## config.mk

```make
export PLATFORM = sky130hd
export DESIGN_NAME = adc_output_port_config
export DESIGN_NICKNAME = d
export VERILOG_FILES = /design/src/rtl/adc_port_pkg.sv /design/src/rtl/adc_output_port_config.sv
export SDC_FILE = /design/constraint.sdc
export NUM_CORES = 1
export LEC_CHECK = 0
export BUFFER_PORTS_ARGS = -buffer_cell sky130_fd_sc_hd__buf_2
export CAP_MARGIN = 20
export CORE_MARGIN = 2
export CORE_UTILIZATION = 53
export DETAILED_ROUTE_END_ITERATION = 7
export PLACE_DENSITY = 0.86
export SYNTH_ARGS = -nofsm -noshare
export SYNTH_HDL_FRONTEND = slang
export SYNTH_SLANG_ARGS = --single-unit
```

## constraint.sdc

```tcl
create_clock -name pclk -period 3.3 [get_ports pclk]
set_clock_uncertainty 0.1 [all_clocks]
set_input_delay 0.165 -clock pclk [delete_from_list [all_inputs] [get_ports pclk]]
set_output_delay 0.165 -clock pclk [all_outputs]
set_load 0.01 [all_outputs]
```

## src/rtl/adc_port_pkg.sv

```systemverilog
package adc_port_pkg;

	// Clock and word sizes
	localparam int          CLK_NS    = 50;
	localparam int          RESULT_W  = 16;
	localparam int          ADDR_W    = 12;
	localparam int          DATA_W    = 32;

	// Least internal serial clock periods per divider code
	localparam int          SCLK_MIN_NS_0 = 8;
	localparam int          SCLK_MIN_NS_1 = 16;
	localparam int          SCLK_MIN_NS_2 = 32;
	localparam int          SCLK_MIN_NS_3 = 64;

	function automatic logic [7:0] half_cycles(input int ns);
		int c;
		c = (ns + 2 * CLK_NS - 1) / (2 * CLK_NS);
		if (c < 1) begin
			c = 1;
		end
		return c[7:0];
	endfunction

	localparam logic [7:0]  SCLK_HALF_0 = half_cycles(SCLK_MIN_NS_0);
	localparam logic [7:0]  SCLK_HALF_1 = half_cycles(SCLK_MIN_NS_1);
	localparam logic [7:0]  SCLK_HALF_2 = half_cycles(SCLK_MIN_NS_2);
	localparam logic [7:0]  SCLK_HALF_3 = half_cycles(SCLK_MIN_NS_3);

	// Register offsets (byte addresses)
	localparam logic [ADDR_W-1:0] OFS_CTRL   = 12'h000;
	localparam logic [ADDR_W-1:0] OFS_STATUS = 12'h004;
	localparam logic [ADDR_W-1:0] OFS_RESULT = 12'h008;

	// Control register fields
	localparam int          CTRL_W         = 7;
	localparam int          CTRL_BYTE_ORD  = 0;
	localparam int          CTRL_CODE_FMT  = 1;
	localparam int          CTRL_PORT_TYPE = 2;
	localparam int          CTRL_CLK_SRC   = 3;
	localparam int          CTRL_FRAME_POL = 4;
	localparam int          CTRL_SCLK_INV  = 5;
	localparam int          CTRL_RDC       = 6;
	localparam logic [CTRL_W-1:0] CTRL_RESET = 7'h02;

	// Status register fields
	localparam int          STAT_BUSY   = 0;
	localparam int          STAT_SERIAL = 1;
	localparam int          STAT_DIV_LO = 2;
	localparam int          STAT_DIV_HI = 3;
	localparam int          STAT_MASTER = 4;

	// Data pin roles
	localparam int          PIN_DIV0  = 2;
	localparam int          PIN_DIV1  = 3;
	localparam int          PIN_DAISY = 7;
	localparam int          PIN_SDO   = 8;

	// Synchronised pin vector
	localparam int          SYNC_N    = 5;
	localparam int          SY_DIV0   = 0;
	localparam int          SY_DIV1   = 1;
	localparam int          SY_DAISY  = 2;
	localparam int          SY_SCLK   = 3;
	localparam int          SY_CS     = 4;
	localparam logic [SYNC_N-1:0] SYNC_RESET = 5'h10;

	localparam logic [3:0]  LAST_BIT  = 4'hF;

	typedef struct packed {
		logic              psel;
		logic              penable;
		logic              pwrite;
		logic [ADDR_W-1:0] paddr;
		logic [DATA_W-1:0] pwdata;
	} apb_req_t;

	typedef struct packed {
		logic              pready;
		logic              pslverr;
		logic [DATA_W-1:0] prdata;
	} apb_rsp_t;

	typedef enum logic [1:0] {
		ST_IDLE  = 2'b00,
		ST_LOW   = 2'b01,
		ST_HIGH  = 2'b10,
		ST_SLAVE = 2'b11
	} ser_state_t;

endpackage

```

## src/rtl/adc_output_port_config.sv

```systemverilog
// The register offsets and the APB slave port are this design's own decisions.
`timescale 1ns/1ps
module adc_output_port_config (
	input  wire logic                   pclk,
	input  wire logic                   presetn,
	input  wire adc_port_pkg::apb_req_t apb_req,
	output adc_port_pkg::apb_rsp_t      apb_rsp,
	input  wire logic                   conv_start,
	input  wire logic                   result_valid,
	input  wire logic [15:0]            result,
	input  wire logic                   cs_n_pin,
	input  wire logic                   sclk_in,
	output logic                        sclk_out,
	output logic                        sclk_oe_n,
	output logic                        frame_sync,
	output logic                        frame_sync_oe_n,
	input  wire logic [15:0]            d_in,
	output logic [15:0]                 d_out,
	output logic [15:0]                 d_oe_n
);
	import adc_port_pkg::*;

	////////////////////////////////////////////////////////////////////////
	// Pin synchronisers
	logic [SYNC_N-1:0] pin_raw;
	logic [SYNC_N-1:0] s1_q;
	logic [SYNC_N-1:0] s2_q;
	logic [SYNC_N-1:0] s3_q;
	logic [SYNC_N-1:0] filt_q;
	logic [SYNC_N-1:0] filt_d;
	logic [SYNC_N-1:0] prev_q;
	assign pin_raw = {cs_n_pin, sclk_in, d_in[PIN_DAISY],
		d_in[PIN_DIV1], d_in[PIN_DIV0]};
	genvar gi;
	generate
		for (gi = 0; gi < SYNC_N; gi++) begin : g_sync
			always_comb begin
				filt_d[gi] = (s2_q[gi] == s3_q[gi]) ? s3_q[gi] : filt_q[gi];
			end
			always_ff @(posedge pclk or negedge presetn) begin
				if (!presetn) begin
					s1_q[gi]   <= SYNC_RESET[gi];
					s2_q[gi]   <= SYNC_RESET[gi];
					s3_q[gi]   <= SYNC_RESET[gi];
					filt_q[gi] <= SYNC_RESET[gi];
					prev_q[gi] <= SYNC_RESET[gi];
				end else begin
					s1_q[gi]   <= pin_raw[gi];
					s2_q[gi]   <= s1_q[gi];
					s3_q[gi]   <= s2_q[gi];
					filt_q[gi] <= filt_d[gi];
					prev_q[gi] <= filt_q[gi];
				end
			end
		end
	endgenerate
	////////////////////////////////////////////////////////////////////////
	// Configuration decode
	logic [CTRL_W-1:0] ctrl_q;
	logic [CTRL_W-1:0] ctrl_d;
	logic              serial;
	logic              master;
	logic              slave;
	logic              rac;
	logic [1:0]        div_code;
	logic [7:0]        half_len;
	logic              cs_low;
	logic              cs_fall;
	logic              sclk_rise;
	logic              sclk_fall;
	logic              slave_edge;
	assign serial   = ctrl_q[CTRL_PORT_TYPE];
	assign master   = serial & ~ctrl_q[CTRL_CLK_SRC];
	assign slave    = serial & ctrl_q[CTRL_CLK_SRC];
	assign rac      = master & ~ctrl_q[CTRL_RDC];
	// Divider pins only count in master read-after mode
	assign div_code = rac ? {filt_q[SY_DIV1], filt_q[SY_DIV0]}
		: 2'h0;
	assign cs_low   = ~filt_q[SY_CS];
	assign cs_fall  = cs_low & prev_q[SY_CS];
	assign sclk_rise  = filt_q[SY_SCLK] & ~prev_q[SY_SCLK];
	assign sclk_fall  = ~filt_q[SY_SCLK] & prev_q[SY_SCLK];
	assign slave_edge = ctrl_q[CTRL_SCLK_INV] ? sclk_fall
		: sclk_rise;

	always_comb begin
		case (div_code)
			2'h0: half_len = SCLK_HALF_0;
			2'h1: half_len = SCLK_HALF_1;
			2'h2: half_len = SCLK_HALF_2;
			2'h3: half_len = SCLK_HALF_3;
			default: half_len = SCLK_HALF_0;
		endcase
	end
	////////////////////////////////////////////////////////////////////////
	// Result store and coding
	logic [15:0] cur_q;
	logic [15:0] cur_d;
	logic [15:0] prv_q;
	logic [15:0] prv_d;
	logic [15:0] cur_coded;
	logic [15:0] prv_coded;
	always_comb begin
		cur_d = cur_q;
		prv_d = prv_q;
		if (result_valid) begin
			prv_d = cur_q;
			cur_d = result;
		end
	end
	always_ff @(posedge pclk or negedge presetn) begin
		if (!presetn) begin
			cur_q <= 16'h0000;
			prv_q <= 16'h0000;
		end else begin
			cur_q <= cur_d;
			prv_q <= prv_d;
		end
	end
	// MSB inverted for twos complement
	assign cur_coded = {cur_q[15] ^ ~ctrl_q[CTRL_CODE_FMT],
		cur_q[14:0]};
	assign prv_coded = {prv_q[15] ^ ~ctrl_q[CTRL_CODE_FMT],
		prv_q[14:0]};

	////////////////////////////////////////////////////////////////////////
	// Serial engine
	ser_state_t  st_q;
	ser_state_t  st_d;
	logic [15:0] sh_q;
	logic [15:0] sh_d;
	logic [3:0]  bit_q;
	logic [3:0]  bit_d;
	logic [7:0]  div_q;
	logic [7:0]  div_d;
	logic        sclk_int_q;
	logic        sclk_int_d;
	logic        sync_act_q;
	logic        sync_act_d;
	logic        tick;
	logic        load_m;
	assign tick   = (div_q == half_len - 8'h01);
	// In master mode, read during conversion sends the previous word at conversion start
	assign load_m = ctrl_q[CTRL_RDC] ? conv_start : result_valid;
	always_comb begin
		st_d       = st_q;
		sh_d       = sh_q;
		bit_d      = bit_q;
		div_d      = tick ? 8'h00 : div_q + 8'h01;
		sclk_int_d = sclk_int_q;
		sync_act_d = sync_act_q;
		case (st_q)
			ST_IDLE: begin
				div_d = 8'h00;
				if (master && load_m) begin
					sh_d       = ctrl_q[CTRL_RDC] ? prv_coded
						: (result_valid ? {result[15] ^
						~ctrl_q[CTRL_CODE_FMT], result[14:0]}
						: cur_coded);
					bit_d      = 4'h0;
					sclk_int_d = 1'b0;
					sync_act_d = 1'b1;
					st_d       = ST_LOW;
				end else if (slave && cs_fall) begin
					sh_d  = cur_coded;
					bit_d = 4'h0;
					st_d  = ST_SLAVE;
				end
			end
			ST_LOW: begin
				if (tick) begin
					sclk_int_d = 1'b1;
					st_d       = ST_HIGH;
				end
			end
			ST_HIGH: begin
				if (tick) begin
					sclk_int_d = 1'b0;
					if (bit_q == LAST_BIT) begin
						sync_act_d = 1'b0;
						st_d       = ST_IDLE;
					end else begin
						sh_d  = {sh_q[14:0], 1'b0};
						bit_d = bit_q + 4'h1;
						st_d  = ST_LOW;
					end
				end
			end
			ST_SLAVE: begin
				div_d = 8'h00;
				if (!cs_low) begin
					st_d = ST_IDLE;
				end else if (slave_edge) begin
					// Daisy bits follow the word
					sh_d  = {sh_q[14:0], filt_q[SY_DAISY]};
					bit_d = bit_q + 4'h1;
				end
			end
			default: begin
				st_d = ST_IDLE;
			end
		endcase
		if (!serial) begin
			st_d       = ST_IDLE;
			sclk_int_d = 1'b0;
			sync_act_d = 1'b0;
		end
	end

	always_ff @(posedge pclk or negedge presetn) begin
		if (!presetn) begin
			st_q       <= ST_IDLE;
			sh_q       <= 16'h0000;
			bit_q      <= 4'h0;
			div_q      <= 8'h00;
			sclk_int_q <= 1'b0;
			sync_act_q <= 1'b0;
		end else begin
			st_q       <= st_d;
			sh_q       <= sh_d;
			bit_q      <= bit_d;
			div_q      <= div_d;
			sclk_int_q <= sclk_int_d;
			sync_act_q <= sync_act_d;
		end
	end
	////////////////////////////////////////////////////////////////////////
	// Pin drivers
	logic [15:0] word;
	logic [15:0] dout_d;
	logic [15:0] doe_d;
	logic        sclk_d;
	logic        sclk_oe_d;
	logic        sync_d;
	logic        sync_oe_d;
	assign word = ctrl_q[CTRL_BYTE_ORD] ? {cur_coded[7:0], cur_coded[15:8]}
		: cur_coded;

	always_comb begin
		dout_d    = word;
		doe_d     = 16'hFFFF;
		sclk_d    = 1'b0;
		sclk_oe_d = 1'b1;
		sync_d    = 1'b0;
		sync_oe_d = 1'b1;
		if (!serial) begin
			doe_d = {16{~cs_low}};
		end else begin
			// Other data pins float, except D0 and D1, which are always driven
			dout_d[PIN_SDO] = sh_q[15];
			doe_d[PIN_SDO]  = ~(master | cs_low);
			if (master) begin
				sclk_d    = sclk_int_q ^ ctrl_q[CTRL_SCLK_INV];
				sclk_oe_d = 1'b0;
				sync_d    = sync_act_q ^ ctrl_q[CTRL_FRAME_POL];
				sync_oe_d = 1'b0;
			end
		end
		doe_d[1:0] = 2'h0;
	end

	always_ff @(posedge pclk or negedge presetn) begin
		if (!presetn) begin
			d_out           <= 16'h0000;
			d_oe_n          <= 16'hFFFF;
			sclk_out        <= 1'b0;
			sclk_oe_n       <= 1'b1;
			frame_sync      <= 1'b0;
			frame_sync_oe_n <= 1'b1;
		end else begin
			d_out           <= dout_d;
			d_oe_n          <= doe_d;
			sclk_out        <= sclk_d;
			sclk_oe_n       <= sclk_oe_d;
			frame_sync      <= sync_d;
			frame_sync_oe_n <= sync_oe_d;
		end
	end
	////////////////////////////////////////////////////////////////////////
	// APB slave
	apb_rsp_t    rsp_d;
	logic        access;
	logic [31:0] status;
	assign access = apb_req.psel & apb_req.penable;
	always_comb begin
		status = 32'h0000_0000;
		status[STAT_BUSY]   = (st_q != ST_IDLE);
		status[STAT_SERIAL] = serial;
		status[STAT_DIV_HI:STAT_DIV_LO] = div_code;
		status[STAT_MASTER] = master;
	end
	always_comb begin
		ctrl_d        = ctrl_q;
		rsp_d         = apb_rsp;
		rsp_d.pready  = access & ~apb_rsp.pready;
		rsp_d.pslverr = 1'b0;
		rsp_d.prdata  = 32'h0000_0000;
		if (access && !apb_rsp.pready) begin
			case (apb_req.paddr)
				OFS_CTRL:   rsp_d.prdata = {25'h0000000, ctrl_q};
				OFS_STATUS: rsp_d.prdata = status;
				OFS_RESULT: rsp_d.prdata = {16'h0000, cur_coded};
				default:    rsp_d.pslverr = 1'b1;
			endcase
		end
		if (access && apb_rsp.pready && apb_req.pwrite
				&& apb_req.paddr == OFS_CTRL) begin
			ctrl_d = apb_req.pwdata[CTRL_W-1:0];
		end
	end
	always_ff @(posedge pclk or negedge presetn) begin
		if (!presetn) begin
			ctrl_q  <= CTRL_RESET;
			apb_rsp <= '0;
		end else begin
			ctrl_q  <= ctrl_d;
			apb_rsp <= rsp_d;
		end
	end
endmodule

```

==> results.ini <==
[run_status]
status=completed

[clock_tree]
root_buffer=clkbuf_8
cts_sinks=133
clock_path_buffers=2
path_clk_slew_ps=60
tritoncts=done
htreeDepth=4
cts_setup_buffers=0
cts_buffers=17
insertion_delay_ps=530

[critical_path]
worstPathRequired_ps=3660
startpoint=apb_req[42]
crit_fanout=4
worst_ep_arrival_time_ps=3170
reg2reg_from=ctrl_q[6]
worstSetupStartpointType=input port
critical_path_buf_inv_count=5
critPathKind=input port to flop
worstReg2RegEnd=sh_q[14]
slowest_stage=dlygate4sd3_1
cp-end-kind=flop
path_cells=dlygate4sd3_1 > buf_2 > nor2_1 > dlygate4sd3_1 > nand3_1 > dlygate4sd3_1 > nor4_1 > dlygate4sd3_1
crit_path_frequent_cell=dlygate4sd3_1
reg2regPathDepth=5
max_stage_delay_ps=650
r2r_slack_ps=550
path_delay_family=buffers and inverters

[sta]
rsz0062_at_grt=false
min_period_ps=2810
setup_viol=0
max_freq_ghz=0.356
min_period_over_period_pct=85.1
slew_violations=0
slew_headroom_pct=35.1
setup_tns_ps=0
hold_violations=0
tightest_slew_ps=974
whs_ps=59.3

[global_route]
grt_antenna_before_repair=0
grt.total_usage_pct=25.5
grt_pass1_vias=4571
grt_pass1_wl_um=23000
grt_max_degree=86
grt_remaining_overflow=0

[layout]
nets=705
drive_gt1_share_pct=36.2
area_delta_synth_final_pct=23.0
fin_cells=765
final_core_util_pct=67.2
diodes=0

[min_path]
holdCritPathClass=input port to flop
hp-start=result_valid
hold_end=prv_q[4]
hold_depth=2

[floorplan]
die_area_um2=12100
fp.dieH_um=110
start_util_pct=54.6
die_w_um=110
fp.coreArea_um2=10900
boundaryPins=155
rows=38

[synth]
synth_edf_count=0
synth_top_area_share_pct=51.8
ys_ff_latch=133
seq_area_frac_synth_pct=56.2
netlist_instances=489
syn_area_per_cell_um2=12.2
synth_cell_types=52
synthesis.area_um2=5950
synth_common_cells=dfrtp_1 (123), mux2_2 (70), nor2_1 (38), a21oi_1 (35), buf_4 (30)
yosys.area.top_type=dfrtp_1
synthTopCellsByArea=dfrtp_1 (52%), mux2_2 (13%), dfstp_2 (4.4%)
yosys.cell_count.top_type=dfrtp_1
yosysWarnings=0
synth_flop_cell=dfrtp_1
ys_async_sr_fraction_pct=100

[detailed_routing]
drt-met1-wl_um=5250
antenna_left=0
highest_layer=met4
drc=0
wl_met3_um=1000
wl_per_cell_um=19.4
dr.first_iter.drc_count=425
drtPass1Iterations=5
via_per_inst=5.81
met2_length_um=7890
vias=4444
routed_wl_um=14800

[pwr]
vdd_drop_max_uv=418
power_mw=3.97
power.density_nw_per_um2=543
p_leak_nw=3.47

[placed_design]
port-buffer-count=100
detailedPlacementHpwl_um=8330
gp_congestion=0.845
dp_cells=697

[run]
drv_cap=0

-- worst max path at each step --
stage | end | slack (ps) | depth (start not counted)
finish | apb_rsp[6] | 490 | 8
global route | apb_rsp[6] | 430 | 8
detailed placement | sh_q[2] | 770 | 7
CTS | apb_rsp[6] | 660 | 8
floorplan | bit_q[0] | 990 | 8
global placement | sh_q[7] | 850 | 7
-- placed cells by master (no fill, tap or decap), types with 4 or more instances in the layout --
master / instances
a21oi_1: 35
nor3b_1: 4
buf_2: 99
buf_4: 7
clkinv_2: 8
nor2b_1: 5
dlygate4sd3_1: 36
o21ai_0: 20
xnor2_1: 5
ha_1: 8
dfstp_2: 10
conb_1: 17
mux2_2: 70
nor2_1: 37
xor2_1: 5
and3_1: 4
mux2i_1: 11
clkbuf_16: 16
inv_1: 9
maj3_1: 5
dfrtp_1: 123
and2_1: 13
nand3_1: 7
a2bb2oi_1: 14
nand2_1: 9
-- area by class of cell --
| cell class | instances | area, um^2 |
|---|---|---|
| Sequential cell | 133 | 3340 |
| Inverter | 9 | 33.8 |
| Clock inverter | 12 | 138 |
| Timing Repair Buffer | 143 | 928 |
| Clock buffer | 20 | 425 |
| Fill cell | 688 | 3570 |
| Tap cell | 140 | 175 |
| Multi-Input combinational cell | 308 | 2270 |
-- power by group --
part	internal, mW	total [mW]	switching (mW)
combinational	0.169	0.336	0.167
sequential	1.73	1.81	0.0819
clock	1.14	1.82	0.685
-- routing by layer --
metal  GRT usage (%)  vias up
met2            44.4      243
met5               0        -
met4            13.5        0
met1            28.5     2216
met3            6.40       69
li1                -     1916
-- sequential cells by signal (all words and copies together) (netlist names) --
name,flops
apb_rsp,18
bit_q,4
ctrl_q,7
cur_q,16
d_oe_n,3
d_out,16
div_q,8
filt_q,5
frame_sync,1
frame_sync_oe_n,1
prev_q,2
prv_q,16
s1_q,5
s2_q,5
s3_q,5
sclk_int_q,1
sclk_out,1
sh_q,16
st_q,2
sync_act_q,1
-- stage by stage --
| step | worst slack [ps] | cell area [um^2] |
|---|---|---|
| 2_1_floorplan | 992 | 6010 |
| 3_3_place_gp | 854 | 6390 |
| 3_5_place_dp | 767 | 6390 |
| 4_1_cts | 660 | 7310 |
| 5_1_grt | 427 | 7310 |
| 6_report | 493 | 7310 |
-- timing repair --
action / CTS / global route
gates resized for setup: 0 / 0
hold buffers: 36 / 0
endpoints found under the hold margin: 83 / 0
-- cell families after synthesis --
kind of cell,synth area share [%]
other,0.0631
DFF,56.2
and+or+nand+nor,9.00
AOI/OAI and AO/OA,9.01
buffers and inverters,6.65
adders and majority gates,2.52
xor gates and xnor gates,1.47
muxes,15.1
(Power assumes the default switching activity.)
